`config.mk`:
```
export PLATFORM = sky130hd
export DESIGN_NAME = lpbd_regs
export DESIGN_NICKNAME = d
export VERILOG_FILES = /design/src/lpbd_pkg.sv /design/src/lpbd_regs.sv
export SDC_FILE = /design/constraint.sdc
export NUM_CORES = 1
export LEC_CHECK = 0
export ABC_AREA = 1
export CORE_MARGIN = 3
export CORE_UTILIZATION = 25
export CTS_CLUSTER_DIAMETER = 200
export CTS_CLUSTER_SIZE = 28
export DETAILED_ROUTE_END_ITERATION = 7
export DONT_BUFFER_PORTS = 1
export PLACE_DENSITY_LB_ADDON = 0.2
export RECOVER_POWER = 25
export SYNTH_ARGS = -nofsm -noshare
export SYNTH_HDL_FRONTEND = slang
export SYNTH_SLANG_ARGS = --single-unit
```
`constraint.sdc`:
```
create_clock -name i_clk -period 26.4 [get_ports i_clk]
set_input_delay 5.28 -clock i_clk [delete_from_list [all_inputs] [get_ports i_clk]]
set_output_delay 5.28 -clock i_clk [all_outputs]
set_load 0.01 [all_outputs]
```
`src/lpbd_pkg.sv`:
```
package lpbd_pkg;

    // Bus geometry
    localparam int unsigned ADDR_W = 16;
    localparam int unsigned DATA_W = 32;

    // Register byte addresses
    localparam logic [15:0] ADDR_REF_PWR   = 16'h2050;
    localparam logic [15:0] ADDR_TIA_CFG   = 16'h20ec;
    localparam logic [15:0] ADDR_LOOP_SW   = 16'h20e4;
    localparam logic [15:0] ADDR_DAC_CODES = 16'h2120;
    localparam logic [15:0] ADDR_DAC_CTRL  = 16'h2128;
    localparam logic [15:0] ADDR_CM_SW     = 16'h235c;

    // Bias DAC code fields
    localparam int unsigned COARSE_LSB = 12;
    localparam int unsigned COARSE_W   = 6;
    localparam int unsigned FINE_LSB   = 0;
    localparam int unsigned FINE_W     = 12;
    localparam logic [5:0]  COARSE_MAX = 6'h3f;
    localparam logic [11:0] FINE_MAX   = 12'hfff;

    // Reference power control bits
    localparam int unsigned BANDGAP_PD_BIT = 0;
    localparam int unsigned REFBUF_PD_BIT  = 1;

    // Common-mode switch bit
    localparam int unsigned CM_ENABLE_BIT = 3;

    // DAC control bits
    localparam int unsigned DAC_WE_BIT = 0;

    // Transimpedance amplifier fields
    localparam int unsigned GAIN_LSB = 5;
    localparam int unsigned GAIN_W   = 5;

    // Loop switch layout
    localparam int unsigned LOOP_SW_N      = 14;
    localparam int unsigned DIODE_SW_BIT   = 0;
    localparam int unsigned PSTAT_FB_BIT   = 10;
    localparam logic [13:0] FORCE_SENSE_SW = 14'h000c;

    // Reset values
    localparam logic [31:0] RST_ZERO = 32'h0000_0000;

    // Bias voltage scaling, microvolts
    localparam int unsigned V_W          = 22;
    localparam logic [39:0] V_ZERO_UV    = 40'h00_0003_0d40; // 0.2 V
    localparam logic [39:0] COARSE_SPAN  = 40'h00_0021_0cf0; // 2.166 V
    localparam logic [39:0] COARSE_STEPS = 40'h00_0000_003f;
    localparam logic [39:0] FINE_SPAN    = 40'h00_0021_91c0; // 2.2 V
    localparam logic [39:0] FINE_STEPS   = 40'h00_0000_0fff;

    // Analog-side controls carried together
    typedef struct packed {
        logic [5:0]  coarse_bias_code;
        logic [11:0] fine_bias_code;
        logic [21:0] coarse_bias_uv;
        logic [21:0] fine_bias_uv;
        logic        ref_buffer_powerdown;
        logic        bandgap_powerdown;
        logic        common_mode_resistor_enable;
        logic [4:0]  gain_resistor_select;
        logic [13:0] amp_loop_switches;
        logic        diode_clamp_switch;
        logic        potentiostat_feedback_switch;
    } lpbd_analog_s;

endpackage

```
`src/lpbd_regs.sv`:
```
// Contract
// - Coarse bias code held in bits 17:12
// - Coarse output spans 0.2 V to 2.366 V
// - Fine bias code held in bits 11:0
// - Fine output spans 0.2 V to 2.4 V
// - Bit 1 powers down reference buffer
// - Bit 0 powers down low-power bandgap
// - Bit 3 closes common-mode resistor switches
// - Nonzero gain field closes force/sense switches
// - Loop switch bit 0 connects clamp diodes
// - Feedback switch makes potentiostat a buffer
// - Write enable clear: codes ignored, zero
// - Loop switch bit n drives switch n
//
// Design decision made here: strobed register access.
module lpbd_regs (
    input  wire logic                 i_clk,
    input  wire logic                 i_nrst,
    input  wire logic [15:0]          i_addr,
    input  wire logic [31:0]          i_wdata,
    input  wire logic                 i_wr,
    input  wire logic                 i_rd,
    output logic [31:0]               o_rdata,
    output lpbd_pkg::lpbd_analog_s    o_analog
);

    // Address match, used by both write and read decode
    function automatic logic hit(input logic [15:0] a,
                                 input logic [15:0] r);
        hit = (a == r);
    endfunction

    // Software-visible state
    logic [5:0]  coarse_q;
    logic [11:0] fine_q;
    logic        dac_we_q;
    logic        refbuf_pd_q;
    logic        bandgap_pd_q;
    logic        cm_en_q;
    logic [4:0]  gain_q;
    logic [13:0] loop_sw_q;
    logic [31:0] rdata_q;
    logic [31:0] rdata_d;

    // Derived analog controls
    logic [13:0] loop_sw_d;
    logic [21:0] coarse_uv_d;
    logic [21:0] fine_uv_d;
    logic [39:0] coarse_prod;
    logic [39:0] fine_prod;
    lpbd_pkg::lpbd_analog_s analog_q;

    // Write strobes per register
    logic wr_dac_codes;
    logic wr_dac_ctrl;
    logic wr_ref_pwr;
    logic wr_cm_sw;
    logic wr_tia_cfg;
    logic wr_loop_sw;

    assign wr_dac_codes = i_wr & hit(i_addr, lpbd_pkg::ADDR_DAC_CODES);
    assign wr_dac_ctrl  = i_wr & hit(i_addr, lpbd_pkg::ADDR_DAC_CTRL);
    assign wr_ref_pwr   = i_wr & hit(i_addr, lpbd_pkg::ADDR_REF_PWR);
    assign wr_cm_sw     = i_wr & hit(i_addr, lpbd_pkg::ADDR_CM_SW);
    assign wr_tia_cfg   = i_wr & hit(i_addr, lpbd_pkg::ADDR_TIA_CFG);
    assign wr_loop_sw   = i_wr & hit(i_addr, lpbd_pkg::ADDR_LOOP_SW);

    // DAC write enable
    always_ff @(posedge i_clk) begin
        if (!i_nrst) begin
            dac_we_q <= 1'b0;
        end else if (wr_dac_ctrl) begin
            dac_we_q <= i_wdata[lpbd_pkg::DAC_WE_BIT];
        end
    end

    // Bias DAC codes, forced to zero while writes are disabled
    always_ff @(posedge i_clk) begin
        if (!i_nrst) begin
            coarse_q <= 6'h00;
            fine_q   <= 12'h000;
        end else if (!dac_we_q) begin
            coarse_q <= 6'h00;
            fine_q   <= 12'h000;
        end else if (wr_dac_codes) begin
            coarse_q <= i_wdata[lpbd_pkg::COARSE_LSB +: lpbd_pkg::COARSE_W];
            fine_q   <= i_wdata[lpbd_pkg::FINE_LSB +: lpbd_pkg::FINE_W];
        end
    end

    // Reference power-down bits
    always_ff @(posedge i_clk) begin
        if (!i_nrst) begin
            refbuf_pd_q  <= 1'b0;
            bandgap_pd_q <= 1'b0;
        end else if (wr_ref_pwr) begin
            refbuf_pd_q  <= i_wdata[lpbd_pkg::REFBUF_PD_BIT];
            bandgap_pd_q <= i_wdata[lpbd_pkg::BANDGAP_PD_BIT];
        end
    end

    // Common-mode resistor switch enable
    always_ff @(posedge i_clk) begin
        if (!i_nrst) begin
            cm_en_q <= 1'b0;
        end else if (wr_cm_sw) begin
            cm_en_q <= i_wdata[lpbd_pkg::CM_ENABLE_BIT];
        end
    end

    // Transimpedance amplifier gain resistor select
    always_ff @(posedge i_clk) begin
        if (!i_nrst) begin
            gain_q <= 5'h00;
        end else if (wr_tia_cfg) begin
            gain_q <= i_wdata[lpbd_pkg::GAIN_LSB +: lpbd_pkg::GAIN_W];
        end
    end

    // Loop switch bits as written by software
    always_ff @(posedge i_clk) begin
        if (!i_nrst) begin
            loop_sw_q <= 14'h0000;
        end else if (wr_loop_sw) begin
            loop_sw_q <= i_wdata[lpbd_pkg::LOOP_SW_N-1:0];
        end
    end

    // Per-switch closure: software bit or automatic force/sense
    genvar sw;
    generate
        for (sw = 0; sw < lpbd_pkg::LOOP_SW_N; sw++) begin : g_sw
            assign loop_sw_d[sw] = loop_sw_q[sw]
                | (lpbd_pkg::FORCE_SENSE_SW[sw] & (|gain_q));
        end
    endgenerate

    // Expected bias voltages, linear between end points
    assign coarse_prod = {34'h0, coarse_q} * lpbd_pkg::COARSE_SPAN;
    assign fine_prod   = {28'h0, fine_q} * lpbd_pkg::FINE_SPAN;
    assign coarse_uv_d = 22'(lpbd_pkg::V_ZERO_UV
                         + coarse_prod / lpbd_pkg::COARSE_STEPS);
    assign fine_uv_d   = 22'(lpbd_pkg::V_ZERO_UV
                         + fine_prod / lpbd_pkg::FINE_STEPS);

    // Registered analog controls
    always_ff @(posedge i_clk) begin
        if (!i_nrst) begin
            analog_q <= '0;
        end else begin
            analog_q.coarse_bias_code            <= coarse_q;
            analog_q.fine_bias_code              <= fine_q;
            analog_q.coarse_bias_uv              <= coarse_uv_d;
            analog_q.fine_bias_uv                <= fine_uv_d;
            analog_q.ref_buffer_powerdown        <= refbuf_pd_q;
            analog_q.bandgap_powerdown           <= bandgap_pd_q;
            analog_q.common_mode_resistor_enable <= cm_en_q;
            analog_q.gain_resistor_select        <= gain_q;
            analog_q.amp_loop_switches           <= loop_sw_d;
            analog_q.diode_clamp_switch          <=
                loop_sw_d[lpbd_pkg::DIODE_SW_BIT];
            analog_q.potentiostat_feedback_switch <=
                loop_sw_d[lpbd_pkg::PSTAT_FB_BIT];
        end
    end

    // Read mux; reserved and unmapped bits read zero
    always_comb begin
        rdata_d = lpbd_pkg::RST_ZERO;
        if (i_rd) begin
            if (hit(i_addr, lpbd_pkg::ADDR_DAC_CODES)) begin
                rdata_d[lpbd_pkg::COARSE_LSB +: lpbd_pkg::COARSE_W] = coarse_q;
                rdata_d[lpbd_pkg::FINE_LSB +: lpbd_pkg::FINE_W] = fine_q;
            end else if (hit(i_addr, lpbd_pkg::ADDR_DAC_CTRL)) begin
                rdata_d[lpbd_pkg::DAC_WE_BIT] = dac_we_q;
            end else if (hit(i_addr, lpbd_pkg::ADDR_REF_PWR)) begin
                rdata_d[lpbd_pkg::REFBUF_PD_BIT]  = refbuf_pd_q;
                rdata_d[lpbd_pkg::BANDGAP_PD_BIT] = bandgap_pd_q;
            end else if (hit(i_addr, lpbd_pkg::ADDR_CM_SW)) begin
                rdata_d[lpbd_pkg::CM_ENABLE_BIT] = cm_en_q;
            end else if (hit(i_addr, lpbd_pkg::ADDR_TIA_CFG)) begin
                rdata_d[lpbd_pkg::GAIN_LSB +: lpbd_pkg::GAIN_W] = gain_q;
            end else if (hit(i_addr, lpbd_pkg::ADDR_LOOP_SW)) begin
                rdata_d[lpbd_pkg::LOOP_SW_N-1:0] = loop_sw_q;
            end
        end
    end

    // Read data valid only in the cycle after the strobe
    always_ff @(posedge i_clk) begin
        if (!i_nrst) begin
            rdata_q <= lpbd_pkg::RST_ZERO;
        end else begin
            rdata_q <= rdata_d;
        end
    end

    assign o_rdata  = rdata_q;
    assign o_analog = analog_q;

endmodule

```
# Word level (Yosys, flattened, before mapping)
# Index checks and enable logic that the tools add are counted.
# W data, S select, Z words.
op_classes:
  n_eq_ne: 6
  muxes: 18
  add_sub_neg: 2
  reduce_logical: 4
  mul: 2
  bitwise_logic: 8
  div_mod_pow: 2
ops:
  columns: ["cell", "count"]
  rows:
  - ["$mux W14", 8]
  - ["$eq A16 B14 Y1 const B", 6]
  - ["$add A18 B22 Y22 const A", 2]
  - ["$div A28 B6 Y40 const B", 1]
  - ["$div A34 B12 Y40 const B", 1]
  - ["$mul A12 B16 Y28 const B", 1]
  - ["$mul A6 B18 Y24 const B", 1]
  - ["$mux W13", 1]
  - ["$mux W12", 1]
  - ["$mux W10", 1]
  - ["$mux W5", 2]
  - ["$and A1 B1 Y1", 6]
  - ["$reduce_or A5 Y1", 1]
  - ["$mux W4", 1]
  - ["$reduce_and A2 Y1", 2]
  - ["$mux W3", 1]
  - ["$reduce_and A3 Y1", 1]
  - ["$mux W1", 2]
  - ["$mux W2", 1]
  - ["$or A1 B1 Y1", 2]
totals:
  reg_bits: 159
  input_bits: 52

# Logic depth before layout (Yosys ltp)
depth:
  depth_word: 13
  ltp_mapped: 193
  ltp_nobuf: 182

# Worst setup path before layout
# Ideal clock, no wire load.
synth_path:
  kind: "register to register"
  start: "register fine_q[10]"
  end: "register analog_q (netlist bit o_analog[24])"
  synth_period_minus_slack_ns: 20.758
  n_path_buf: 18
  required_time_ns: 26.291
  setup_slack_ns: 5.642
  t_arrival_ns: 20.649
  stages_incl_launch_ff: 170
  cell_sequence: "dfxtp_1 > inv_1 > ha_1 > inv_1 > fa_1 > inv_1 > fa_1 > inv_1 > fa_1 > fa_1 > ha_1 > nand2_2 > inv_1 > nand2_2 > nand2_2 > a21oi_1 > nand2_1 > nand2_1 > (+134 left out) > nand2_2 > ha_1 > nand3_1 > nor2_4 > nand3_4 > nand2_1 > nand2_1 > inv_1 > ha_1 > nand3_2 > nor2_4 > nand2_2 > nand2_1 > nand3_1 > nor2_1 > nand3_1 > nand2_1 > inv_1"
synth_between:
  elab_chain_len: 3
synth_lines:
  columns: ["element", "line_no", "source"]
  rows:
  - ["start: declaration", "lpbd_regs.sv:35", "logic [11:0] fine_q;"]
  - ["start signal: assignment", "lpbd_regs.sv:87", "fine_q <= i_wdata[lpbd_pkg::FINE_LSB +: lpbd_pkg::FINE_W];"]
  - ["$mul A12 B16 Y28", "lpbd_regs.sv:140", "assign fine_prod = {28'h0, fine_q} * lpbd_pkg::FINE_SPAN;"]
  - ["$div A34 B12 Y40", "lpbd_regs.sv:144", "+ fine_prod / lpbd_pkg::FINE_STEPS);"]
  - ["$add A18 B22 Y22", "lpbd_regs.sv:144", null]
  - ["end: declaration", "lpbd_regs.sv:51", "lpbd_pkg::lpbd_analog_s analog_q;"]
# No other way between the ends.
# A chain may end at the register's enable or synchronous reset.

# Worst setup path after layout
# Same ends and word-level chain as after synthesis.

==> results.json <==
{
  "hold_depth": 2,
  "hp-start": "loop_sw_q[10]",
  "status": "finished, violations left",
  "cts_buffers": 17,
  "rsz0062_at_grt": "false",
  "synth_seq_area_share": 0.104,
  "period_share": 0.907,
  "final-setup-viol-count": 0,
  "p_leak_nw": 16.3,
  "cts_tree": "done",
  "cpMaxStageDelayCell": "fa_1",
  "avgSynthCellArea_um2": 6.15,
  "ys_async_sr_fraction": 0,
  "grt_max_degree": 70,
  "rr_worst_depth": 164,
  "drc_errors": 0,
  "wl_met2_um": 39000,
  "grt-ovfl-total": 0,
  "cap_violations": 1,
  "yosysTopAreaCell": "nand2_1",
  "pre_cts_slack_ps": 1590,
  "peakVddDrop_mv": 0.0470,
  "yosys-top-cells-count": "1135 x nand2_1, 676 x inv_1, 429 x nor2_1",
  "reg2reg_from": "fine_q[10]",
  "cpPeakStageDelay_ps": 510,
  "synth_edf_count": 0,
  "layout-drive-gt1-share": 0.226,
  "antenna_found_initial": 8,
  "die_w_um": 338,
  "core_um2": 109000,
  "synth_warnings": 0,
  "via_count": 27000,
  "die_area_um2": 114000,
  "maxSlewViolCount": 42,
  "grt_use_total": 0.150,
  "top_layer_used": "met5",
  "synth.most_common_cell": "nand2_1",
  "violations": "capacitance limit, slew limit",
  "tightest_slew_ps": 3030,
  "synth_area_leaders": "nand2_1 15%, dfxtp_1 10%, inv_1 9.2%, nand2_2 7.3%, nand3_1 7.0%",
  "r2r_end": "o_analog[24]",
  "slew_headroom": -1.02,
  "crit_fanout": 30,
  "hold_end": "o_analog[12]",
  "place_congestion": 0.862,
  "initialDrtViolationCount": 1269,
  "clock_skew_ps": 21.5,
  "syn_inst": 4487,
  "layout.nets": 4865,
  "ys_seq_elements": 143,
  "startpoint_type": "flip-flop",
  "num_io_pins": 170,
  "grt_pass1_wl_um": 140000,
  "dpl_cell_area_um2": 30000,
  "cts_buffer_depth": 2,
  "syn-cell-area_um2": 27600,
  "cts_hold_buffers": 0,
  "stdcell_area_um2": 30700,
  "routed_via_density": 4.41,
  "fp.dieH_um": 338,
  "ant_nets": 0,
  "period_needed_ps": 23950,
  "drt-pass1-iter-count": 5,
  "rows": 121,
  "dp.final_hpwl_um": 73200,
  "grt_pass1_vias": 25800,
  "dr_wl_met3_um": 3790,
  "drt-met1-wl_um": 42800,
  "clkLatencyLatePin_ps": 490,
  "cp.required_ps": 26770,
  "critPathCaptureType": "flip-flop",
  "hold_viol_final": 0,
  "rrSetupSlack_ps": 2450,
  "timing.fmax_ghz": 0.0418,
  "clkSinkCount": 143,
  "h-tree-depth": 4,
  "p_per_area_nw_per_um2": 15.9,
  "yosys.cell_types.count": 81,
  "setup_slack_ps": 2450,
  "cts-root-buf": "clkbuf_16",
  "path_class": "flip-flop to flip-flop",
  "post_drt_wl_per_cell_um": 14.3,
  "hold_path.class": "flip-flop to flip-flop",
  "fillers": 12500,
  "area_delta_synth_final_pct": 11.3,
  "finalSetupTns_ps": 0,
  "synth_top_cell_area_share": 0.154,
  "synth_flop_cell": "dfxtp_1",
  "arrival_ps": 24320,
  "wirelength_um": 87300,
  "start_util": 0.253,
  "port_buffers": 0,
  "path_clk_slew_ps": 80,
  "whs_ps": 435
}
==> area by class of cell <==
cell class                 instances  area (um^2)  area share
inverter                         756         2960      0.0964
clock buffer                      17          425      0.0138
tap                             1476         1850      0.0601
sequential                       143         2870      0.0932
antenna                            3         7.51    0.000244
timing repair buffer             196         1480      0.0482
multi-input combinational       3515        20900       0.681
clock inverter                    15          206     0.00672
==> per-stage QoR <==
| stage | instances | util | power [W] |
|---|---|---|---|
| after floorplan | 4500 | - | 0.000229 |
| after global placement | 6077 | 0.274 | 0.000228 |
| after detailed placement | 6077 | 0.274 | 0.000228 |
| after CTS | 6109 | 0.280 | 0.000498 |
| after global routing | 6118 | 0.282 | 0.000505 |
| final | 6121 | 0.282 | 0.000488 |
==> repair_timing <==
item                                    in CTS  in global routing
buffers inserted                             0                  7
gates resized for setup                      0                 12
endpoints found under the setup margin       0                  2
==> layout by cell type (no fill, tap or decap), types with 15 or more instances in the layout <==
master and n:
a21oi_1 107, nand2_4 122, nor3_1 37, nand2_1 1135, clkbuf_16 17, o211ai_1 18, nor2_4 45, nor2_2 88
dfxtp_1 141, a211oi_1 28, nand4_1 113, inv_2 51, nand3_1 387, nand3b_1 18, nand3_4 15, buf_4 194
inv_1 676, o21ai_1 16, o21ai_0 104, nand3_2 76, nor2_1 428, nand2_2 321, ha_1 138, or2_2 15
xnor2_1 37, fa_1 46, xor2_1 73
==> power breakdown <==
group	internal, W	switching [W]	leakage (nW)
registers	0.000216	0.000000897	1.16
logic	0.00000111	0.00000451	14.8
clock network	0.000130	0.000134	0.304
==> worst max path at each step <==
stage / from / end / slack, ps
CTS: fine_q[10] / o_analog[24] / 1500
finish: fine_q[10] / o_analog[24] / 2450
global placement: fine_q[11] / o_analog[24] / 1520
detailed placement: fine_q[10] / o_analog[24] / 1590
floorplan: fine_q[10] / o_analog[24] / 5640
global route: fine_q[10] / o_analog[24] / 40
==> critical path: cells and delay by family (launching register included) <==
family / cells / cell delay (ps)
compound gates: 3 / 590
flops: 1 / 310
xor+xnor: 1 / 410
buf+inv: 23 / 2740
simple gates: 126 / 15910
fa+ha+maj: 11 / 3710
==> kinds of logic after synthesis <==
group,share of synthesized area
flops,0.104
other cells,0.000136
simple gates,0.543
buf+inv,0.143
xor+xnor,0.0374
compound gates,0.0768
fa+ha+maj,0.0959
==> per-layer routing <==
layer | GRT usage | vias up
met4 | 0.0322 | 4
li1 | - | 14400
met5 | 0 | -
met1 | 0.204 | 12100
met2 | 0.243 | 337
met3 | 0.0297 | 73
==> flip-flops by register name (all words and copies together), names as in the netlist <==
signal	flops
bandgap_pd_q	1
gain_q	5
coarse_q	6
loop_sw_q	14
fine_q	12
refbuf_pd_q	1
o_analog	84
cm_en_q	1
o_rdata	18
dac_we_q	1
(Power assumes the default switching activity.)
